### config.mk
export PLATFORM = sky130hd
export DESIGN_NAME = mpl_link_top
export DESIGN_NICKNAME = d
export VERILOG_FILES = /design/src/hw/mpl_pkg.sv /design/src/hw/mpl_link_top.sv /design/src/hw/mpl_manch_rx.sv /design/src/hw/mpl_hamming.sv
export SDC_FILE = /design/constraint.sdc
export NUM_CORES = 1
export LEC_CHECK = 0
export ABC_CLOCK_PERIOD_IN_PS = 18800
export BUFFER_PORTS_ARGS = -buffer_cell sky130_fd_sc_hd__buf_2
export CAP_MARGIN = 30
export CORE_ASPECT_RATIO = 0.8
export CORE_UTILIZATION = 25
export CTS_BUF_LIST = sky130_fd_sc_hd__clkbuf_8
export CTS_CLUSTER_SIZE = 10
export DETAILED_ROUTE_END_ITERATION = 16
export PLACE_DENSITY = 0.47
export SLEW_MARGIN = 15
export SYNTH_ARGS = -nofsm -noshare
export SYNTH_HDL_FRONTEND = slang
export SYNTH_SLANG_ARGS = --single-unit
### constraint.sdc
create_clock -name core_clk -period 18.8 [get_ports core_clk]
set_clock_uncertainty 0.2 [all_clocks]
set_input_delay 0 -clock core_clk [delete_from_list [all_inputs] [get_ports core_clk]]
set_output_delay 0 -clock core_clk [all_outputs]
set_load 0.01 [all_outputs]
### src/hw/mpl_pkg.sv
// Purpose: shared constants and types of the Manchester programming link
// Assumes: core clock of 10 MHz
// Notes: bit positions count from the last received bit (bit 0 = last CRC bit)
package mpl_pkg;
    localparam int CLK_PERIOD_NS = 100;
    localparam int T_BIT_MIN_NS = 7500;
    localparam int T_BIT_MAX_NS = 1000000;
    // Shortest half bit rounds up, longest rounds down
    localparam logic [15:0] HALF_MIN_CYC =
        16'((T_BIT_MIN_NS / 2 + CLK_PERIOD_NS - 1) / CLK_PERIOD_NS);
    localparam logic [15:0] HALF_MAX_CYC_DEF = 16'((T_BIT_MAX_NS / 2) / CLK_PERIOD_NS);
    localparam logic [15:0] CNT_SAT = 16'hFFFF;
    localparam logic [15:0] CNT_ONE = 16'h0001;
    localparam int TURN_HALVES = 2;

    localparam int ADDR_W = 6;
    localparam int DATA_W = 32;
    localparam int PAY_W = 26;
    localparam int ECC_W = 6;
    localparam int CRC_W = 3;
    localparam int SYNC_BITS = 2;
    localparam int BITS_W = 44;
    localparam logic [2:0] CRC_INIT = 3'h7;
    localparam logic [5:0] FRM_WR_BITS = 6'h2C;
    localparam logic [5:0] FRM_RD_BITS = 6'h0C;
    localparam logic [5:0] FRM_RS_BITS = 6'h06;
    localparam logic [5:0] REPLY_BITS = 6'h22;
    localparam int WR_ADDR_LSB = 35;
    localparam int WR_DATA_LSB = 3;
    localparam int RD_ADDR_LSB = 3;
    localparam int KEY_FLAG_BIT = 0;

    localparam logic [5:0] KEY_ADDR = 6'h31;
    localparam logic [31:0] KEY_CODE = 32'h2C413736;
    // Addresses at or above this base are volatile registers
    localparam logic [5:0] VOL_ADDR_BASE = 6'h20;

    localparam logic [1:0] ECC_OK = 2'h0;
    localparam logic [1:0] ECC_FIX = 2'h1;
    localparam logic [1:0] ECC_BAD = 2'h2;
    localparam logic [3:0] REPLY_PAD = 4'h0;

    typedef enum logic [1:0] {RX_IDLE, RX_MEAS, RX_RUN} mpl_rx_st_t;
    typedef enum logic [1:0] {ST_RX, ST_FETCH, ST_TURN, ST_TX} mpl_link_st_t;
endpackage

### src/hw/mpl_link_top.sv
// Purpose: device end of the single-wire Manchester programming link
// Assumes: lock bits and memory come from outside; mem_rdata valid one cycle after mem_rd
// Notes: the output pin carries the link while overvoltage entry is allowed or once the stay flag is set
`timescale 1ns/1ps
module mpl_link_top #(
    parameter logic [15:0] HALF_MAX_CYC = mpl_pkg::HALF_MAX_CYC_DEF
) (
    input wire logic core_clk,
    input wire logic rst_n,
    input wire logic program_pin_i,
    output logic program_pin_o,
    output logic program_pin_oe,
    input wire logic analog_output_pin_i,
    output logic analog_output_pin_o,
    output logic analog_output_pin_oe,
    input wire logic supply_overvoltage_entry,
    input wire logic output_pin_program_pin_disable,
    input wire logic write_lock_bit,
    output logic [mpl_pkg::ADDR_W-1:0] mem_addr,
    output logic [mpl_pkg::DATA_W-1:0] mem_wdata,
    output logic mem_we_ee,
    output logic mem_we_vol,
    output logic mem_rd,
    input wire logic [mpl_pkg::DATA_W-1:0] mem_rdata,
    output logic analog_output_en,
    output logic magnetic_resp_en,
    output logic stay_in_link_flag,
    output logic session_open,
    output logic ecc_fatal
);
    import mpl_pkg::*;

    // Two-stage synchronisers for pins and the supply comparator
    logic [2:0] sync1_r;
    logic [2:0] sync2_r;
    always_ff @(posedge core_clk) begin
        if (!rst_n) begin
            sync1_r <= '0;
            sync2_r <= '0;
        end else begin
            sync1_r <= {supply_overvoltage_entry, analog_output_pin_i, program_pin_i};
            sync2_r <= sync1_r;
        end
    end
    wire program_pin_s = sync2_r[0];
    wire aout_s = sync2_r[1];
    wire ovd_s = sync2_r[2];

    mpl_link_st_t st_r;
    logic stay_r;
    logic refused_r;
    logic open_r;
    logic fatal_r;
    logic wlock_r;
    logic wlock_cap_r;
    logic use_aout_q_r;

    wire aout_entry = ovd_s & ~output_pin_program_pin_disable & ~refused_r;
    wire use_aout = stay_r | aout_entry;
    wire rx_line = (st_r != ST_RX) ? 1'b0 : (use_aout ? aout_s : program_pin_s);

    logic bit_stb;
    logic bit_val;
    logic frame_end;
    logic [15:0] half_cyc;
    mpl_manch_rx #(.HALF_MAX(HALF_MAX_CYC)) u_rx (
        .core_clk(core_clk),
        .rst_n(rst_n),
        .line_i(rx_line),
        .bit_stb(bit_stb),
        .bit_val(bit_val),
        .frame_end(frame_end),
        .half_cyc(half_cyc)
    );

    // Frame collection, MSB first
    logic [BITS_W-1:0] bits_r;
    logic [5:0] bcnt_r;
    logic ovf_r;
    always_ff @(posedge core_clk) begin
        if (!rst_n || frame_end) begin
            bits_r <= '0;
            bcnt_r <= '0;
            ovf_r <= 1'b0;
        end else if (bit_stb) begin
            bits_r <= {bits_r[BITS_W-2:0], bit_val};
            if (bcnt_r == FRM_WR_BITS) ovf_r <= 1'b1;
            else bcnt_r <= 6'(bcnt_r + 6'h01);
        end
    end

    function automatic logic [2:0] crc_calc(input logic [40:0] v, input logic [5:0] n);
        logic [2:0] c;
        logic fb;
        c = CRC_INIT;
        for (int i = 40; i >= 0; i--) begin
            if (i < int'(n)) begin
                fb = c[2] ^ v[i];
                c = {c[1], c[0] ^ fb, fb};
            end
        end
        return c;
    endfunction

    wire len_wr = bcnt_r == FRM_WR_BITS;
    wire len_rd = bcnt_r == FRM_RD_BITS;
    wire len_rs = bcnt_r == FRM_RS_BITS;
    wire [5:0] body_n = 6'(bcnt_r - 6'(SYNC_BITS + CRC_W));
    wire [5:0] rw_pos = 6'(bcnt_r - 6'(SYNC_BITS + 1));
    wire [1:0] sync_w = 2'(bits_r >> (bcnt_r - 6'(SYNC_BITS)));
    wire rw_w = bits_r[rw_pos];
    wire crc_ok = crc_calc(41'(bits_r >> CRC_W), body_n) == bits_r[CRC_W-1:0];
    wire [ADDR_W-1:0] f_addr =
        len_wr ? bits_r[WR_ADDR_LSB +: ADDR_W] : bits_r[RD_ADDR_LSB +: ADDR_W];
    wire [DATA_W-1:0] f_data = bits_r[WR_DATA_LSB +: DATA_W];
    wire frm_ok = frame_end && st_r == ST_RX && !ovf_r && crc_ok && sync_w == 2'b00;
    wire is_wr = frm_ok && len_wr && !rw_w;
    wire is_rd = frm_ok && (len_rd || len_rs) && rw_w;
    wire key_hit = is_wr && f_addr == KEY_ADDR;
    wire key_ok = key_hit && f_data[DATA_W-1:1] == KEY_CODE[DATA_W-1:1];
    wire cmd_wr = is_wr && !key_hit && open_r;
    wire cmd_rd = is_rd && open_r;
    wire to_vol = f_addr >= VOL_ADDR_BASE;

    // Session, key and lock state
    always_ff @(posedge core_clk) begin
        if (!rst_n) begin
            stay_r <= 1'b0;
            refused_r <= 1'b0;
            open_r <= 1'b0;
            use_aout_q_r <= 1'b0;
        end else begin
            use_aout_q_r <= use_aout;
            if (key_ok) begin
                open_r <= 1'b1;
            end else if (use_aout != use_aout_q_r) begin
                open_r <= 1'b0;
            end
            if (key_ok && f_data[KEY_FLAG_BIT]) stay_r <= 1'b1;
            if (key_hit && !key_ok && use_aout && !stay_r) refused_r <= 1'b1;
        end
    end

    always_ff @(posedge core_clk) begin
        if (!rst_n) begin
            wlock_cap_r <= 1'b0;
            wlock_r <= 1'b0;
        end else if (!wlock_cap_r) begin
            wlock_cap_r <= 1'b1;
            wlock_r <= write_lock_bit;
        end
    end

    logic [5:0] enc_ecc;
    logic [PAY_W-1:0] dec_data;
    logic [1:0] dec_status;
    mpl_hamming u_ecc (
        .enc_data(f_data[PAY_W-1:0]),
        .enc_ecc(enc_ecc),
        .dec_word(mem_rdata),
        .dec_data(dec_data),
        .dec_status(dec_status)
    );

    // Memory port
    logic [ADDR_W-1:0] last_addr_r;
    wire [ADDR_W-1:0] rd_addr = len_rs ? last_addr_r : f_addr;
    always_ff @(posedge core_clk) begin
        if (!rst_n) begin
            mem_addr <= '0;
            mem_wdata <= '0;
            mem_we_ee <= 1'b0;
            mem_we_vol <= 1'b0;
            mem_rd <= 1'b0;
            last_addr_r <= '0;
        end else begin
            mem_we_ee <= 1'b0;
            mem_we_vol <= 1'b0;
            mem_rd <= 1'b0;
            if (cmd_wr) begin
                mem_addr <= f_addr;
                last_addr_r <= f_addr;
                mem_wdata <= {enc_ecc, f_data[PAY_W-1:0]};
                mem_we_vol <= to_vol;
                mem_we_ee <= !to_vol && !wlock_r;
            end else if (cmd_rd) begin
                mem_addr <= rd_addr;
                last_addr_r <= rd_addr;
                mem_rd <= 1'b1;
            end
        end
    end

    // Reply sequencing and drive
    logic [REPLY_BITS-1:0] tx_sh_r;
    logic [5:0] tbit_r;
    logic [15:0] tcnt_r;
    logic tphase_r;
    logic tx_lvl_r;
    logic tx_oe_r;
    logic tx_aout_r;
    logic fetch_wait_r;
    wire [15:0] half_end = 16'(half_cyc - CNT_ONE);
    wire [15:0] turn_end = 16'((half_cyc * TURN_HALVES) - 1);

    always_ff @(posedge core_clk) begin
        if (!rst_n) begin
            st_r <= ST_RX;
            tx_sh_r <= '0;
            tbit_r <= '0;
            tcnt_r <= '0;
            tphase_r <= 1'b0;
            tx_lvl_r <= 1'b0;
            tx_oe_r <= 1'b0;
            tx_aout_r <= 1'b0;
            fatal_r <= 1'b0;
            fetch_wait_r <= 1'b0;
        end else begin
            tcnt_r <= 16'(tcnt_r + CNT_ONE);
            unique case (st_r)
                ST_RX: if (cmd_rd) begin
                    st_r <= ST_FETCH;
                    tx_aout_r <= use_aout;
                    fetch_wait_r <= 1'b1;
                end
                // Memory answers one cycle after the read strobe
                ST_FETCH: if (fetch_wait_r) begin
                    fetch_wait_r <= 1'b0;
                end else begin
                    tx_sh_r <= {{SYNC_BITS{1'b0}}, REPLY_PAD, dec_status, dec_data};
                    if (dec_status == ECC_BAD) fatal_r <= 1'b1;
                    tcnt_r <= '0;
                    st_r <= ST_TURN;
                end
                ST_TURN: if (tcnt_r >= turn_end) begin
                    st_r <= ST_TX;
                    tcnt_r <= '0;
                    tbit_r <= '0;
                    tphase_r <= 1'b0;
                    tx_lvl_r <= tx_sh_r[REPLY_BITS-1];
                    tx_oe_r <= 1'b1;
                end
                ST_TX: if (tcnt_r >= half_end) begin
                    tcnt_r <= '0;
                    if (!tphase_r) begin
                        tphase_r <= 1'b1;
                        tx_lvl_r <= ~tx_sh_r[REPLY_BITS-1];
                    end else if (tbit_r == 6'(REPLY_BITS - 6'h01)) begin
                        tx_oe_r <= 1'b0;
                        tx_lvl_r <= 1'b0;
                        st_r <= ST_RX;
                    end else begin
                        tphase_r <= 1'b0;
                        tbit_r <= 6'(tbit_r + 6'h01);
                        tx_sh_r <= {tx_sh_r[REPLY_BITS-2:0], 1'b0};
                        tx_lvl_r <= tx_sh_r[REPLY_BITS-2];
                    end
                end
                default: st_r <= ST_RX;
            endcase
        end
    end

    assign program_pin_o = tx_lvl_r & ~tx_aout_r;
    assign program_pin_oe = tx_oe_r & ~tx_aout_r;
    assign analog_output_pin_o = tx_lvl_r & tx_aout_r;
    assign analog_output_pin_oe = tx_oe_r & tx_aout_r;
    assign analog_output_en = ~stay_r & ~fatal_r & ~(use_aout & open_r);
    assign magnetic_resp_en = ~fatal_r;
    assign stay_in_link_flag = stay_r;
    assign session_open = open_r;
    assign ecc_fatal = fatal_r;
endmodule

### src/hw/mpl_manch_rx.sv
// Purpose: Manchester bit recovery from edge timing
// Assumes: line_i already synchronised; line idles low before a frame
// Notes: half bit is measured on the two sync bits; 3 silent half bits end a frame
`timescale 1ns/1ps
module mpl_manch_rx #(
    parameter logic [15:0] HALF_MAX = mpl_pkg::HALF_MAX_CYC_DEF
) (
    input wire logic core_clk,
    input wire logic rst_n,
    input wire logic line_i,
    output logic bit_stb,
    output logic bit_val,
    output logic frame_end,
    output logic [15:0] half_cyc
);
    import mpl_pkg::*;

    mpl_rx_st_t st_r;
    logic line_q_r;
    logic [15:0] cnt_r;
    logic [15:0] half_r;
    wire edge_w = line_i ^ line_q_r;
    wire [15:0] late_w = 16'(half_r + {1'b0, half_r[15:1]});
    wire [15:0] tmo_w = 16'(half_r + {half_r[14:0], 1'b0});

    assign half_cyc = half_r;

    always_ff @(posedge core_clk) begin
        if (!rst_n) begin
            st_r <= RX_IDLE;
            line_q_r <= 1'b0;
            cnt_r <= '0;
            half_r <= '0;
            bit_stb <= 1'b0;
            bit_val <= 1'b0;
            frame_end <= 1'b0;
        end else begin
            line_q_r <= line_i;
            bit_stb <= 1'b0;
            frame_end <= 1'b0;
            cnt_r <= (cnt_r == CNT_SAT) ? cnt_r : 16'(cnt_r + CNT_ONE);
            unique case (st_r)
                RX_IDLE: if (edge_w && line_i) begin
                    st_r <= RX_MEAS;
                    cnt_r <= '0;
                    bit_stb <= 1'b1;
                    bit_val <= 1'b0;
                end
                // Aborted starts also end the frame so stray strobes never linger
                RX_MEAS: if (edge_w) begin
                    if (cnt_r < HALF_MIN_CYC) begin
                        frame_end <= 1'b1;
                        st_r <= RX_IDLE;
                    end else begin
                        half_r <= 16'(cnt_r + CNT_ONE);
                        st_r <= RX_RUN;
                    end
                end else if (cnt_r > HALF_MAX) begin
                    frame_end <= 1'b1;
                    st_r <= RX_IDLE;
                end
                RX_RUN: if (edge_w && cnt_r >= late_w) begin
                    bit_stb <= 1'b1;
                    bit_val <= ~line_i;
                    cnt_r <= '0;
                end else if (cnt_r >= tmo_w) begin
                    frame_end <= 1'b1;
                    st_r <= RX_IDLE;
                end
                default: st_r <= RX_IDLE;
            endcase
        end
    end
endmodule

### src/hw/mpl_hamming.sv
// Purpose: Hamming SEC-DED encoder and checker for 26-bit words
// Assumes: check bits sit at word bits 31:26, overall parity on top
// Notes: purely combinational
`timescale 1ns/1ps
module mpl_hamming (
    input wire logic [25:0] enc_data,
    output logic [5:0] enc_ecc,
    input wire logic [31:0] dec_word,
    output logic [25:0] dec_data,
    output logic [1:0] dec_status
);
    import mpl_pkg::*;

    // Data bits go to code positions that are not powers of two
    function automatic logic [31:0] place(input logic [25:0] d);
        logic [31:0] v;
        int j;
        v = '0;
        j = 0;
        for (int i = 1; i < 32; i++) begin
            if ((i & (i - 1)) != 0) begin
                v[i] = d[j];
                j++;
            end
        end
        return v;
    endfunction

    function automatic logic [4:0] synd(input logic [31:0] v);
        logic [4:0] s;
        s = '0;
        for (int i = 1; i < 32; i++) begin
            if (v[i]) s = s ^ 5'(i);
        end
        return s;
    endfunction

    wire [31:0] enc_cw = place(enc_data);
    wire [4:0] enc_p = synd(enc_cw);
    assign enc_ecc = {(^enc_cw) ^ (^enc_p), enc_p};

    always_comb begin
        logic [31:0] v;
        logic [4:0] s;
        logic par;
        int j;
        s = '0;
        par = 1'b0;
        j = 0;
        v = place(dec_word[PAY_W-1:0]);
        for (int k = 0; k < 5; k++) v[1 << k] = dec_word[PAY_W + k];
        s = synd(v);
        par = (^v) ^ dec_word[DATA_W-1];
        if (par && s != 5'h00) v[s] = ~v[s];
        if (!par && s == 5'h00) dec_status = ECC_OK;
        else if (par) dec_status = ECC_FIX;
        else dec_status = ECC_BAD;
        dec_data = '0;
        j = 0;
        for (int i = 1; i < 32; i++) begin
            if ((i & (i - 1)) != 0) begin
                dec_data[j] = v[i];
                j++;
            end
        end
    end
endmodule

==> flow_summary.yaml <==
status:
  status: "complete, no violations"
sta:
  max-slew-margin-rel: 0.375
  max_freq_ghz: 0.0575
  finalSetupViolCount: 0
  fin_tns_setup_ps: 0
  fin_crit_sh: 0.925
  hold_violations: 0
  rsz0062_at_grt: "no"
  drv_slew: 0
  tightest_slew_ps: 937
  period_needed_ps: 17390
global_routing:
  grt_pass1_vias: 16828
  grt_max_degree: 79
  overflow: 0
  grt_util_all_layers: 0.162
  grt_pass1_wl_um: 97900
  antenna_found_initial: 0
setup_path:
  critPathKind: "reg2reg"
  cp_slowest_stage_delay_ps: 930
  worstSetupStartpointType: "flop"
  cp_slowest_cell: "dfxtp_1"
  worstPathRequired_ps: 19120
  crit_family: "simple AND/OR/NAND/NOR gates"
  crit_start: "bcnt_r[1]"
  cp_data_arrival_time_ps: 17700
  path_buf_inv: 2
  r2r_slack_ps: 1410
  crit_top_cell: "and3_1"
  cp-end-kind: "flop"
  cp_max_fo: 43
  r2r_start: "bcnt_r[1]"
finish:
  n_antenna_cell: 0
  drive_above_1_share: 0.111
  nNetsFinal: 2609
  area_delta_synth_final_pct: 14.2
logic_synthesis:
  syn-cell-area_um2: 18500
  synth.distinct_cells: 108
  synth_nets: 2548
  synth_top_area_frac: 0.222
  synth-async-reset-ratio: 0
  yosysWarnings: 0
  syn_avg_cell_area_um2: 7.77
  synth_top_area_cell: "dfxtp_1"
  synth_edf_count: 0
  synth_cells: 2388
  synthTopCellsByArea: "dfxtp_1 (22%), ha_1 (8.1%), xnor2_1 (8.0%)"
  ys_ff_latch: 206
  synth_ff_type: "dfxtp_1"
  synth.most_common_cell: "nor2_1"
  seq_area_frac_synth: 0.222
  synth_common_cells: "nor2_1 (262), dfxtp_1 (206), nand2_1 (189)"
worst_hold_path:
  hold_path.class: "in2reg"
  min-delay-start: "write_lock_bit"
route:
  drc: 0
  post_drt_wl_per_cell_um: 18.2
  num_vias: 18063
  viasPerCell: 5.21
  ant_nets: 0
  drt_pre_antenna_iters: 5
  drt_iter0_drc: 1597
  routed_wl_um: 62900
floorplanning:
  die_y_um: 246
  rows: 88
  boundaryPins: 89
  core_um2: 72800
  die_area_um2: 75300
  dieWidth_um: 307
  start_util: 0.255
pwr:
  p_sw_uw: 491
  swShare: 0.368
  p_per_area_nw_per_um2: 63.0
  power_mw: 1.33
  combPwrFrac: 0.320
  vdd_ir_drop_max_mv: 0.0598
  power_frac_clock: 0.326
  p_leak_nw: 7.95
  internal_power_uw: 843
  seq_power_share: 0.353
clocking:
  cts_buffer_depth: 3
  root_buffer: "clkbuf_8"
  insertion_delay_ps: 590
  cts_tree: "yes"
  cts_sinks: 206
  clkTransAtPathRegs_ps: 60
  htreeDepth: 2
  postCtsSetupBuffers: 0
  cts_buffers: 40
place:
  place_hpwl_um: 46300
  io_buffer_count: 88
  gp_congestion: 0.924
flow_run:
  cap_violations: 0
==> flip-flops by register name, indices dropped and copies added, names as in the netlist, 2 cells and up <==
| signal | count |
|---|---|
| bits_r | 44 |
| tx_sh_r | 34 |
| mem_wdata | 32 |
| tcnt_r | 16 |
| u_rx.cnt_r | 16 |
| u_rx.half_cyc | 16 |
| bcnt_r | 6 |
| last_addr_r | 6 |
| tbit_r | 6 |
| sync1_r | 3 |
| sync2_r | 3 |
| st_r | 2 |
| u_rx.st_r | 2 |
==> stage by stage <==
stage               worst slack (ps)  utilization  instance area [µm²]  std cells  hold WS (ps)
finish                          1410        0.291                21200       3464          84.4
CTS                             1680        0.290                21100       3460          28.8
floorplan                       4410            -                18500       2388          -172
detailed placement              1710        0.275                20000       3355          28.6
global route                     257        0.291                21200       3464          59.2
global placement                1560        0.273                19900       3348          27.6
==> final timing paths <==
path	endpoint	cells after the start
setup reg to reg	mem_we_ee	51
setup / recovery	mem_we_ee	51
hold reg to reg	sync2_r[1]	1
hold / removal	wlock_r	4
==> repair_timing <==
action,in CTS,in global routing
setup endpoints to repair,0,0
hold buffers,38,0
hold endpoints to repair,55,0
gates resized for setup,0,0
==> cells in the final DEF (no fill, tap or decap), types with 23 or more instances in the layout <==
master         instances
nand3_1              120
mux2i_1               79
nor3_1                54
a211oi_1              53
nor2_1               262
and3_1                31
dfxtp_1              205
nand4_1               25
o21ai_1               50
a31oi_1               31
xor2_1                59
nor2b_1               34
xnor2_1              168
clkbuf_8              45
inv_1                 85
a21oi_1              177
a221oi_1              23
buf_4                 35
buf_2                 90
dlygate4sd3_1         38
nand2b_1              37
nand2_1              189
and2_1                23
ha_1                 120
o21ai_0               69
==> power by group through the flow <==
stage / registers [mW] / clock network [mW] / logic, mW
final: 0.471 / 0.435 / 0.427
after global routing: 0.474 / 0.474 / 0.470
after CTS: 0.471 / 0.456 / 0.422
after detailed placement: 0.481 / 0 / 0.412
after global placement: 0.480 / 0 / 0.393
after floorplan: 0.474 / 0 / 0.306
==> kinds of logic after synthesis <==
family / count (synthesis) / share of synthesized area
fa+ha+maj: 122 / 0.0826
xor+xnor: 240 / 0.119
buf+inv: 223 / 0.0478
compound gates: 617 / 0.224
mux: 107 / 0.0720
simple gates: 873 / 0.231
flops: 206 / 0.222
==> per-layer routing <==
metal,up-vias,part of all wire,track usage
li1,8811,-,-
met1,8559,0.51,0.244
met2,613,0.41,0.236
met3,80,0.071,0.0297
met4,0,0.015,0.0335
met5,-,0,0
==> worst min-delay path, delay by kind of cell <==
family,cells,cell delay (ps)
multiplexers,1,70
AND/OR/NAND/NOR,1,90
buffers and inverters,2,670
==> final cells by class <==
cell class / count / area (µm²)
tap: 990 / 1240
timing repair buffer: 169 / 1210
fill: 7730 / 51600
inverter: 73 / 275
clock inverter: 22 / 129
sequential: 206 / 4130
clock buffer: 45 / 619
multi-input combinational: 1959 / 13600
No activity file was read; power rests on OpenSTA's default activity.
